### config.mk
export PLATFORM = sky130hd
export DESIGN_NAME = slc_lifecycle
export DESIGN_NICKNAME = d
export VERILOG_FILES = /design/src/rtl/slc_pkg.sv /design/src/rtl/slc_lifecycle.sv
export SDC_FILE = /design/constraint.sdc
export NUM_CORES = 1
export LEC_CHECK = 0
export BUFFER_PORTS_ARGS = -buffer_cell sky130_fd_sc_hd__buf_4
export CORE_MARGIN = 2
export CORE_UTILIZATION = 56
export DETAILED_ROUTE_END_ITERATION = 8
export GPL_TIMING_DRIVEN = 0
export PLACE_DENSITY = 0.83
export SYNTH_ARGS = -nofsm -noshare
export SYNTH_HDL_FRONTEND = slang
export SYNTH_SLANG_ARGS = --single-unit
### constraint.sdc
create_clock -name clk_sys -period 2.76 [get_ports clk_sys]
set_input_delay 0.138 -clock clk_sys [delete_from_list [all_inputs] [get_ports clk_sys]]
set_output_delay 0.138 -clock clk_sys [all_outputs]
set_load 0.05 [all_outputs]
### src/rtl/slc_pkg.sv
package slc_pkg;

  // ****************************************
  // Timing
  // ****************************************
  localparam int unsigned CLK_HZ = 125_000_000;
  localparam int unsigned HB_PERIOD_MS = 100;
  localparam int unsigned HB_PERIOD_CYC = CLK_HZ / 1000 * HB_PERIOD_MS;
  localparam int unsigned HB_TIMEOUT_MS = 1000;
  localparam int unsigned HB_TIMEOUT_CYC = CLK_HZ / 1000 * HB_TIMEOUT_MS;
  localparam int unsigned PRESS_WINDOW_MS = 2000;
  localparam int unsigned PRESS_WINDOW_CYC = CLK_HZ / 1000 * PRESS_WINDOW_MS;
  localparam int unsigned PRESS_COUNT = 3;

  // ****************************************
  // Partitions and reset values
  // ****************************************
  localparam logic [1:0] PART_FACTORY = 2'h0;
  localparam logic [1:0] PART_UPD_A = 2'h1;
  localparam logic [1:0] PART_UPD_B = 2'h2;
  localparam logic [3:0] ERASE_DELAY_RST = 4'h0;
  localparam logic [2:0] PART_FULL_RST = 3'h1;

  // ****************************************
  // Host commands
  // ****************************************
  typedef enum logic [2:0] {
    SLC_CMD_NONE,
    SLC_CMD_INSTALL,
    SLC_CMD_ACTIVATE,
    SLC_CMD_UNINSTALL,
    SLC_CMD_ERASE,
    SLC_CMD_SET_DELAY
  } slc_cmd_t;

  typedef enum logic [2:0] {
    SLC_ST_LOAD,
    SLC_ST_VERIFY,
    SLC_ST_SELFTEST,
    SLC_ST_APPROVED,
    SLC_ST_CRITICAL,
    SLC_ST_ERASED
  } slc_state_t;

  typedef enum logic [1:0] {
    SLC_STS_NONE,
    SLC_STS_LOAD_FAIL,
    SLC_STS_CRITICAL,
    SLC_STS_ERASE_RECEIPT
  } slc_status_t;

endpackage : slc_pkg

### src/rtl/slc_lifecycle.sv
// Overview of operation
// - Failed load check aborts, reports, auto-clears
// - Any self-test failure enters critical error
// - Error states block crypto and output
// - Critical error installs only to inactive partition
// - Reboot after recovery loads factory partition zero again
// - Reboot loads factory partition zero, verify, self-test
// - First power-up loads factory partition zero
// - No traffic until initialization completes
// - Approved state held until erase executes or a conditional test fails
// - Heartbeat while approved; loss forces reboot
// - Erase from pin or host message
// - Three pin presses confirm; incomplete aborts
// - Erase message returns immediate receipt
// - Message erase waits configured 0-15 seconds
// - Erase clears both domains, leaves operation
// - Uninstall while operating marks non-active partition empty
// - Reboot resets the activated image back to factory
// - Install while operating runs load check
`timescale 1ns/1ps
`default_nettype none

module slc_lifecycle #(
  parameter int unsigned HB_PERIOD_CYC = slc_pkg::HB_PERIOD_CYC,
  parameter int unsigned HB_TIMEOUT_CYC = slc_pkg::HB_TIMEOUT_CYC,
  parameter int unsigned PRESS_WINDOW_CYC = slc_pkg::PRESS_WINDOW_CYC,
  parameter int unsigned SEC_CYC = slc_pkg::CLK_HZ
) (
  // Clock and reset
  input wire logic clk_sys,
  input wire logic resetn,
  // Host command port
  input wire logic cmd_valid,
  input wire slc_pkg::slc_cmd_t cmd_op,
  input wire logic [3:0] cmd_arg,
  // Engine results
  input wire logic load_done,
  input wire logic sig_ok,
  input wire logic selftest_done,
  input wire logic selftest_ok,
  input wire logic cond_fail,
  input wire logic install_check_done,
  input wire logic install_check_ok,
  input wire logic hb_ack,
  input wire logic erase_pin,
  // Engine requests
  output logic load_start,
  output logic [1:0] load_part,
  output logic selftest_start,
  output logic install_check_start,
  output logic erase_strobe,
  output logic reboot_req,
  // Status
  output logic crypto_enable,
  output logic data_out_enable,
  output logic traffic_enable,
  output logic heartbeat,
  output logic status_valid,
  output slc_pkg::slc_status_t status_code,
  output logic [1:0] active_part,
  output logic [2:0] part_full
);

  // ****************************************
  // State
  // ****************************************
  slc_pkg::slc_state_t state_ff, nxt_state;
  logic [1:0] active_ff;
  logic [2:0] full_ff;
  logic [1:0] inst_part_ff;
  logic inst_busy_ff;
  logic [3:0] delay_cfg_ff;
  logic [3:0] delay_cnt_ff;
  logic delay_run_ff;
  logic [31:0] sec_cnt_ff;
  logic [1:0] press_ff;
  logic pin_q_ff;
  logic [31:0] press_win_ff;
  logic [31:0] hb_cnt_ff;
  logic [31:0] hb_wd_ff;
  logic st_req_ff, ld_req_ff;
  logic ld_arm_ff;
  logic erase_ff, reboot_ff;
  logic sts_v_ff;
  slc_pkg::slc_status_t sts_ff;

  logic in_op, err_state, pin_rise, erase_go, inactive_free;
  logic [1:0] inactive_part;

  assign in_op = (state_ff == slc_pkg::SLC_ST_APPROVED);
  assign err_state = (state_ff == slc_pkg::SLC_ST_CRITICAL);
  assign pin_rise = erase_pin && !pin_q_ff;
  // Factory image is never a target
  assign inactive_part = (active_ff == slc_pkg::PART_UPD_A) ? slc_pkg::PART_UPD_B
                                                            : slc_pkg::PART_UPD_A;
  assign inactive_free = !full_ff[inactive_part];
  // Pin and timed-message erase share one strobe
  assign erase_go = (in_op && pin_rise && press_ff == 2'(slc_pkg::PRESS_COUNT - 1))
                  || (delay_run_ff && delay_cnt_ff == 4'h0);

  // ****************************************
  // Boot and operating state
  // ****************************************
  always_comb begin
    nxt_state = state_ff;
    unique case (state_ff)
      slc_pkg::SLC_ST_LOAD: begin
        if (load_done) begin
          nxt_state = slc_pkg::SLC_ST_VERIFY;
        end
      end
      // Bad signature treated as a failed power-up test
      slc_pkg::SLC_ST_VERIFY: begin
        nxt_state = sig_ok ? slc_pkg::SLC_ST_SELFTEST : slc_pkg::SLC_ST_CRITICAL;
      end
      slc_pkg::SLC_ST_SELFTEST: begin
        if (selftest_done) begin
          nxt_state = selftest_ok ? slc_pkg::SLC_ST_APPROVED
                                  : slc_pkg::SLC_ST_CRITICAL;
        end
      end
      slc_pkg::SLC_ST_APPROVED: begin
        if (erase_go) begin
          nxt_state = slc_pkg::SLC_ST_ERASED;
        end else if (cond_fail) begin
          nxt_state = slc_pkg::SLC_ST_CRITICAL;
        end
      end
      slc_pkg::SLC_ST_CRITICAL: nxt_state = slc_pkg::SLC_ST_CRITICAL;
      slc_pkg::SLC_ST_ERASED: nxt_state = slc_pkg::SLC_ST_ERASED;
    endcase
  end

  // Only the reboot reset leaves critical error or erased
  always_ff @(posedge clk_sys or negedge resetn) begin
    if (!resetn) begin
      state_ff <= slc_pkg::SLC_ST_LOAD;
    end else begin
      state_ff <= nxt_state;
    end
  end

  // ****************************************
  // Image load requests
  // ****************************************
  always_ff @(posedge clk_sys or negedge resetn) begin
    if (!resetn) begin
      ld_arm_ff <= 1'b1;
      ld_req_ff <= 1'b0;
      st_req_ff <= 1'b0;
    end else begin
      // One pulse after release, none while reset is held
      ld_arm_ff <= 1'b0;
      ld_req_ff <= ld_arm_ff;
      st_req_ff <= (state_ff == slc_pkg::SLC_ST_VERIFY) && sig_ok;
    end
  end

  // ****************************************
  // Partition table
  // ****************************************
  // Held across reboots only when resetn is a power-on reset; a warm
  // reboot that keeps this table must gate resetn outside the block.
  always_ff @(posedge clk_sys or negedge resetn) begin
    if (!resetn) begin
      active_ff <= slc_pkg::PART_FACTORY;
      full_ff <= slc_pkg::PART_FULL_RST;
      inst_busy_ff <= 1'b0;
      inst_part_ff <= slc_pkg::PART_UPD_A;
    end else begin
      if (cmd_valid && !inst_busy_ff && (in_op || err_state)) begin
        unique case (cmd_op)
          slc_pkg::SLC_CMD_INSTALL: begin
            if (inactive_free) begin
              inst_busy_ff <= 1'b1;
              inst_part_ff <= inactive_part;
            end
          end
          slc_pkg::SLC_CMD_ACTIVATE: begin
            if (full_ff[inactive_part]) begin
              active_ff <= inactive_part;
            end
          end
          slc_pkg::SLC_CMD_UNINSTALL: begin
            if (in_op) begin
              full_ff[inactive_part] <= 1'b0;
            end
          end
          default: begin
          end
        endcase
      end
      if (inst_busy_ff && install_check_done) begin
        inst_busy_ff <= 1'b0;
        if (install_check_ok) begin
          full_ff[inst_part_ff] <= 1'b1;
        end
      end
    end
  end

  // ****************************************
  // Status messages
  // ****************************************
  always_ff @(posedge clk_sys or negedge resetn) begin
    if (!resetn) begin
      sts_v_ff <= 1'b0;
      sts_ff <= slc_pkg::SLC_STS_NONE;
    end else begin
      sts_v_ff <= 1'b0;
      // Receipt outranks other status; a clash drops the rest
      // A repeated erase message is answered, the count is not restarted
      if (in_op && cmd_valid && cmd_op == slc_pkg::SLC_CMD_ERASE) begin
        sts_v_ff <= 1'b1;
        sts_ff <= slc_pkg::SLC_STS_ERASE_RECEIPT;
      end else if (inst_busy_ff && install_check_done && !install_check_ok) begin
        sts_v_ff <= 1'b1;
        sts_ff <= slc_pkg::SLC_STS_LOAD_FAIL;
      end else if (!err_state && nxt_state == slc_pkg::SLC_ST_CRITICAL) begin
        sts_v_ff <= 1'b1;
        sts_ff <= slc_pkg::SLC_STS_CRITICAL;
      end
    end
  end

  // ****************************************
  // Erase delay
  // ****************************************
  always_ff @(posedge clk_sys or negedge resetn) begin
    if (!resetn) begin
      delay_cfg_ff <= slc_pkg::ERASE_DELAY_RST;
      delay_cnt_ff <= 4'h0;
      delay_run_ff <= 1'b0;
      sec_cnt_ff <= 32'h0000_0000;
    end else begin
      if (in_op && cmd_valid && cmd_op == slc_pkg::SLC_CMD_SET_DELAY) begin
        delay_cfg_ff <= cmd_arg;
      end
      // Zero delay still costs one cycle before the strobe
      if (erase_go || !in_op) begin
        delay_run_ff <= 1'b0;
      end else if (cmd_valid && cmd_op == slc_pkg::SLC_CMD_ERASE && !delay_run_ff) begin
        delay_run_ff <= 1'b1;
        delay_cnt_ff <= delay_cfg_ff;
        sec_cnt_ff <= 32'h0000_0000;
      end else if (delay_run_ff) begin
        if (sec_cnt_ff == SEC_CYC - 1) begin
          sec_cnt_ff <= 32'h0000_0000;
          delay_cnt_ff <= delay_cnt_ff - 4'h1;
        end else begin
          sec_cnt_ff <= sec_cnt_ff + 32'h0000_0001;
        end
      end
    end
  end

  // ****************************************
  // Erase pin presses
  // ****************************************
  always_ff @(posedge clk_sys or negedge resetn) begin
    if (!resetn) begin
      pin_q_ff <= 1'b0;
      press_ff <= 2'h0;
      press_win_ff <= 32'h0000_0000;
    end else begin
      pin_q_ff <= erase_pin;
      // Window restarts at every press, so slow presses time out
      if (!in_op || erase_go) begin
        press_ff <= 2'h0;
      end else if (pin_rise) begin
        press_ff <= press_ff + 2'h1;
        press_win_ff <= 32'h0000_0000;
      end else if (press_ff != 2'h0) begin
        if (press_win_ff == PRESS_WINDOW_CYC - 1) begin
          press_ff <= 2'h0;
        end else begin
          press_win_ff <= press_win_ff + 32'h0000_0001;
        end
      end
    end
  end

  // ****************************************
  // Heartbeat and watchdog
  // ****************************************
  // A lost acknowledge is the disruption that triggers the reboot
  // Request stays set; only the reboot reset clears it
  always_ff @(posedge clk_sys or negedge resetn) begin
    if (!resetn) begin
      hb_cnt_ff <= 32'h0000_0000;
      hb_wd_ff <= 32'h0000_0000;
      reboot_ff <= 1'b0;
    end else begin
      if (in_op) begin
        hb_cnt_ff <= (hb_cnt_ff == HB_PERIOD_CYC - 1) ? 32'h0000_0000
                                                     : hb_cnt_ff + 32'h0000_0001;
        if (hb_ack) begin
          hb_wd_ff <= 32'h0000_0000;
        end else if (hb_wd_ff == HB_TIMEOUT_CYC - 1) begin
          reboot_ff <= 1'b1;
        end else begin
          hb_wd_ff <= hb_wd_ff + 32'h0000_0001;
        end
      end else begin
        hb_cnt_ff <= 32'h0000_0000;
        hb_wd_ff <= 32'h0000_0000;
      end
    end
  end

  // ****************************************
  // Erase strobe
  // ****************************************
  // Registered so the erase engine sees one clean cycle
  always_ff @(posedge clk_sys or negedge resetn) begin
    if (!resetn) begin
      erase_ff <= 1'b0;
    end else begin
      erase_ff <= in_op && erase_go;
    end
  end

  // ****************************************
  // Outputs
  // ****************************************
  assign load_start = ld_req_ff;
  assign load_part = active_ff;
  assign selftest_start = st_req_ff;
  assign install_check_start = inst_busy_ff;
  assign erase_strobe = erase_ff;
  assign reboot_req = reboot_ff;
  // Enables follow the state directly, so no error cycle leaks
  assign crypto_enable = in_op;
  assign data_out_enable = in_op;
  assign traffic_enable = in_op;
  assign heartbeat = in_op && (hb_cnt_ff == 32'h0000_0000);
  assign status_valid = sts_v_ff;
  assign status_code = sts_ff;
  assign active_part = active_ff;
  assign part_full = full_ff;

endmodule : slc_lifecycle

`default_nettype wire

==> results of run 1 <==
==> worst paths after layout <==
kind | startpoint | end | slack [ns] | cells after the start
min | sig_ok | selftest_start | 0.02 | 3
max in group asynchronous | resetn | ld_arm_ff | 1.69 | 3
min reg2reg | ld_arm_ff | load_start | 0.39 | 0
min in group asynchronous | resetn | hb_cnt_ff[10] | 0.25 | 2
max reg2reg | delay_cnt_ff[1] | press_win_ff[31] | 0.05 | 9
max | delay_cnt_ff[1] | press_win_ff[31] | 0.05 | 9
==> synth_stat cells (all sizes together), types with 3 or more instances <==
master,n,area share (%)
nor4,42,3.1
nor4b,11,1.1
a21oi,50,2.9
o31ai,16,1.4
a31oi,4,0.29
dfstp,3,0.92
nor3b,5,0.50
nor2b,6,0.44
nor3,21,1.2
and2,8,0.58
nand3,51,3.0
xnor2,35,3.6
nand4,44,3.2
dfrtp,156,45
and4,9,0.92
ha,9,1.3
nand2b,7,0.51
nand2,73,3.2
nor2,99,4.3
clkbuf,26,1.1
buf,12,0.84
xor2,34,3.5
o2111ai,7,0.71
a31o,3,0.31
nand3b,5,0.44
or4bb,3,0.39
inv,24,1.0
o21ai,43,2.5
and3,24,1.7
mux2,9,1.2
or3,36,2.6
or2,5,0.36
a21o,4,0.35
o211ai,5,0.44
or4,14,1.3
==> area by class of cell <==
type                    instances  area (µm²)
multi-input cells             712        4430
plain buffers                  37         178
flip-flops and latches        159        3980
clock buffers                  23         488
fillers                      1147        5130
repair buffers                 53         443
clock inverters                 9         108
inverters                      24        95.1
well taps                     188         235
==> registers in the layout, indices dropped and copies added (netlist names), 2 cells and up <==
register / cells
press_ff: 2
inst_part_ff: 2
hb_cnt_ff: 32
active_part: 2
delay_cfg_ff: 4
sec_cnt_ff: 32
delay_cnt_ff: 4
state_ff: 3
status_code: 2
hb_wd_ff: 32
press_win_ff: 32
part_full: 3
==> kinds of logic (layout without fill, tap and decap cells) <==
family          Yosys count  count (layout)  synth area share, %
xor+xnor                 69              69                 7.03
mux                      10              10                 1.30
buf+inv                  62             146                 3.03
other cells               1               1               0.0437
simple gates            472             472                 30.1
fa+ha+maj                 9               9                 1.31
flops                   159             159                 46.4
compound gates          151             151                 10.9
==> stage by stage <==
| step | total power, µW | TNS, ns | cell area, µm² | utilization [%] |
|---|---|---|---|---|
| after detailed placement | 3850 | -7.93 | 9160 | 60.7 |
| after global placement | 3810 | -5.94 | 9100 | 60.3 |
| after global routing | 6520 | -0.0483 | 9960 | 66.0 |
| final | 6260 | 0 | 9960 | 66.0 |
| after CTS | 6250 | 0 | 9860 | 65.4 |
| after floorplan | 3500 | 0 | 8590 | - |
==> power by group through the flow <==
stage / combinational [µW] / sequential, µW / clock, µW
after floorplan: 641 / 2860 / 0
after global placement: 986 / 2830 / 0
after detailed placement: 1020 / 2830 / 0
after CTS: 1050 / 2800 / 2410
after global routing: 1180 / 2840 / 2500
final: 1070 / 2800 / 2380
==> metal layers <==
metal,global-route usage [%],wire (µm),vias to the layer above
met4,9.63,376,0
li1,-,-,3577
met1,34.7,8830,3655
met2,39.9,9530,203
met5,0,0,-
met3,4.76,1010,39
==> worst min-delay path: cells and delay by family <==
kind,cells,cell delay (ns)
simple gates,2,0.16
buf+inv,1,0.11
==> repair_timing <==
action                                 in CTS  in global routing
pin swaps                                   0                  2
resized for setup                           6                 25
buffers inserted                            1                  4
hold buffers                                8                  0
setup endpoints to repair                  40                 46
endpoints found under the hold margin      75                  0
==> metrics, run 1 <==
Avg Inst Size Synth 9.21 µm²; dpl hpwl 13.1 mm; gpl congestion 0.844; maximum vdd drop 486 µV; Die Area 16300 µm²; leak pwr 0.00400 µW; actual slew at the worst max-slew pin 0.970 ns; crit path kind flop to flop; gr ovfl total 0; cells along the critical path inv_1, ha_2, and4bb_4, or4_4, buf_6, or3_1, buf_4, or4_1, a21oi_1; Post-synth EDFFs 0; clock share of power 38.0%; Max stage delay on crit path 0.48 ns; largest net degree at the start of global routing 90; CTS tree yes; Net Sw Frac 29.4%; flop and latch count out of synthesis 159; Layout Cells excl Fill 1205; final worst slack 0.0490 ns; vias in the first global route 6996; skew final 0.00991 ns; final period utilization 98.2%; I/O pin count 38; GRT Total Usage 25.2%; Slew headroom 34.8%; Via density 6.20; Synth Flop Type dfrtp_1; Layout Area Growth over Synthesis 16.0%; TritonCTS buffer count 17; synth unique cells 64; CTS Buffer Depth 2; CP Buf/Inv Count 3; global-route wire length before repair 33.4 mm; count of nets after finishing 1032; net switching power 1840 µW; outcome finished clean; final setup vio count 0; Starting Density 56.9%; port bufs 37; slowest stage cell, crit path or4_4; syn_nets 961; Max Fanout on Critical Path 8; Synth Instances 933; row count 45; Seq/Total Area, Yosys 46.4%; share of cells above drive strength 1 12.8%; final hold viol count 0; CP delay by family, top simple AND/OR/NAND/NOR gates; Initial DRT Pass Iterations 7; crit path DAT 3.06 ns; Routed WL per cell 16.4 µm; Root Driver clkbuf_16; unrepaired setup endpoints after global routing yes; final-report max-slew violation count 0; pwr dens 628 nW/µm²; # placed instances 1161; hold slack 0.0205 ns; Sequential Power Share 44.8%; most frequent cells in the layout dfrtp_1 (156), nor2_1 (99), nand2_1 (73); commonest non-fill, non-tap cell in the layout dfrtp_1; worst-skew pair later-pin latency 0.44 ns; startpoint types flop; Worst EP required 3.11 ns; Final Critical Period 2.71 ns; HP Class input port to flop; Core ar. 15100 µm²; vertical die dimension 128 µm; max-cap check violation count 0; initial antenna violation count 0; Comb power frac 17.2%; Ys Warns 0; antenna viol nets, final 0; htree depth 4; worst slack, placed -0.276 ns; drt total wl 19.8 mm; DRC viols 0; initial DRC count 650; share of flip-flops with an asynchronous set or reset 100%; Antenna diodes 0; FMAX 369 MHz; Synth Cell Area 8590 µm²; Via Count 7474; Reg clk slew, reported paths 0.06 ns; die width 128 µm; clock sink count 159; P_int 4420 µW; CP Capture Type flop
Power figures use the tool's default switching activity.
==> run 2: changes to the inputs <==
- CORE_MARGIN: 2 -> default
- MAX_ROUTING_LAYER: default -> met4
==> metrics, run 2 (synthesized netlist as in run 1, its figures left out) <==
global-route wire length before repair 33.3 mm (-0.48%); Fillers 1168 (+1.8%); actual slew at the worst max-slew pin 0.990 ns (+0.0206 ns); FMAX 374 MHz (+1.4%); crit path kind flop to flop; Via density 6.29 (+1.4%); Starting Density 58.2% (+1.3 points); max-cap check violation count 0 (unchanged); vertical die dimension 126 µm (-1.6%); dpl hpwl 13.2 mm (+1.2%); multi-input logic area 4420 µm² (-0.34%); Die Area 15800 µm² (-3.1%); port bufs 37 (unchanged); Initial DRT Pass Iterations 5 (-2); TritonCTS buffer count 17 (unchanged); worst-skew pair later-pin latency 0.43 ns (about the same); gpl congestion 0.883 (+4.7%); final setup vio count 0 (unchanged); Slew headroom 33.4% (-1.4 points); R2R Setup Slk 0.09 ns (+0.04 ns); largest net degree at the start of global routing 110 (+22%); CP Capture Type flop; Layout Utilization 67.2% (+1.1 points); commonest non-fill, non-tap cell in the layout dfrtp_1; Root Driver clkbuf_16; Max Fanout on Critical Path 8 (unchanged); clock share of power 38.4% (+0.4 points); hold slack 0.0211 ns (+0.000592 ns); Routed WL per cell 16.2 µm (-0.86%); leak pwr 0.00396 µW (-0.97%); Final Critical Period 2.67 ns (-0.0365 ns); CTS tree yes; maximum vdd drop 503 µV (+3.5%); Core ar. 14800 µm² (-2.2%); final-report max-slew violation count 0 (unchanged); I/O pin count 38 (unchanged); pwr dens 631 nW/µm² (+0.50%); CTS Buffer Depth 2 (unchanged); GRT Total Usage 26.8% (+1.6 points); Layout Area Growth over Synthesis 15.4%; share of cells above drive strength 1 11.9% (-0.92 points); drt total wl 19.4 mm (-1.6%); Via Count 7525 (+0.68%); gr ovfl total 0 (unchanged); initial DRC count 759 (+17%); vias in the first global route 7138 (+2.0%); Seq. cell area 3980 µm² (unchanged); Antenna diodes 0 (unchanged); final period utilization 96.9% (-1.3 points); DRC viols 0 (unchanged); P_int 4470 µW (+1.0%); initial antenna violation count 0 (unchanged); startpoint types flop; Sequential Power Share 44.8% (about the same); row count 44 (-2.2%); count of nets after finishing 1027 (-0.48%); Net Sw Frac 28.6% (-0.73 points); Worst EP required 3.11 ns (about the same); HP Class input port to flop; die width 126 µm (-1.6%); Comb power frac 16.7% (-0.5 points); htree depth 4 (unchanged); Reg clk slew, reported paths 0.06 ns (about the same); outcome finished clean; antenna viol nets, final 0 (unchanged); most frequent cells in the layout dfrtp_1 (156), nor2_1 (99), nand2_1 (73); skew final 0.00691 ns (-0.00300 ns); clock sink count 159 (unchanged); net switching power 1790 µW (-2.5%); final hold viol count 0 (unchanged); crit path DAT 3.02 ns (-0.04 ns)
[run 2: timing repair]
action                                 CTS  global route
hold buffers                             8             0
pin swaps                                0             2
setup endpoints to repair               38            38
endpoints found under the hold margin   57             0
gates resized for setup                  8            12
buffers inserted                         0             4
[run 2: power groups by stage]
stage	sequential, µW	combinational [µW]	clock (µW)
global route	2840	1160	2530
finish	2810	1050	2400
detailed placement	2830	1020	0
global placement	2830	985	0
floorplan	2860	641	0
CTS	2800	1040	2430
[run 2: final timing paths]
check,start,end,cells after the start
max,delay_cnt_ff[0],press_win_ff[29],8
min reg2reg,ld_arm_ff,load_start,0
min in group asynchronous,resetn,hb_cnt_ff[22],2
max in group asynchronous,resetn,press_win_ff[29],3
max reg2reg,delay_cnt_ff[0],press_win_ff[29],8
min,install_check_ok,part_full[0],3
[run 2: metrics by stage]
stage          setup TNS (ns)  std cells  worst slack, ns  instance area [µm²]  power (µW)
6_report                    0       1196           0.0855                 9910        6260
5_1_grt              -0.00216       1196         -0.00182                 9910        6530
4_1_cts                     0       1195           0.0144                 9840        6270
3_5_place_dp            -7.25       1155           -0.259                 9140        3850
3_3_place_gp            -6.70       1154           -0.244                 9100        3820
2_1_floorplan               0        933            0.142                 8590        3500
[run 2: per-layer routing]
layer	wire [µm]	up-vias	share of wire, %	GRT usage (%)
met3	979	33	5.0	5.35
li1	-	3573	-	-
met5	0	-	0	-
met4	352	0	1.8	10.1
met1	8830	3697	45	35.6
met2	9270	222	48	40.8
[run 2: worst max-delay path, stage by stage, from the launching register on]
cell      delay (ns)
dfrtp_1         0.39
inv_1           0.08
ha_1            0.21
and4bb_4        0.24
or4_4           0.49
buf_6           0.15
or3_4           0.40
or4_1           0.47
a21oi_1         0.15
[run 2: layout make-up]
cell class	instances	area share (%)
clock inverter	6	1.09
timing repair buffer	50	4.27
sequential	159	40.2
inverter	24	0.960
multi-input combinational	712	44.6
clock buffer	26	4.94
buffer	35	1.65
tap	184	2.32
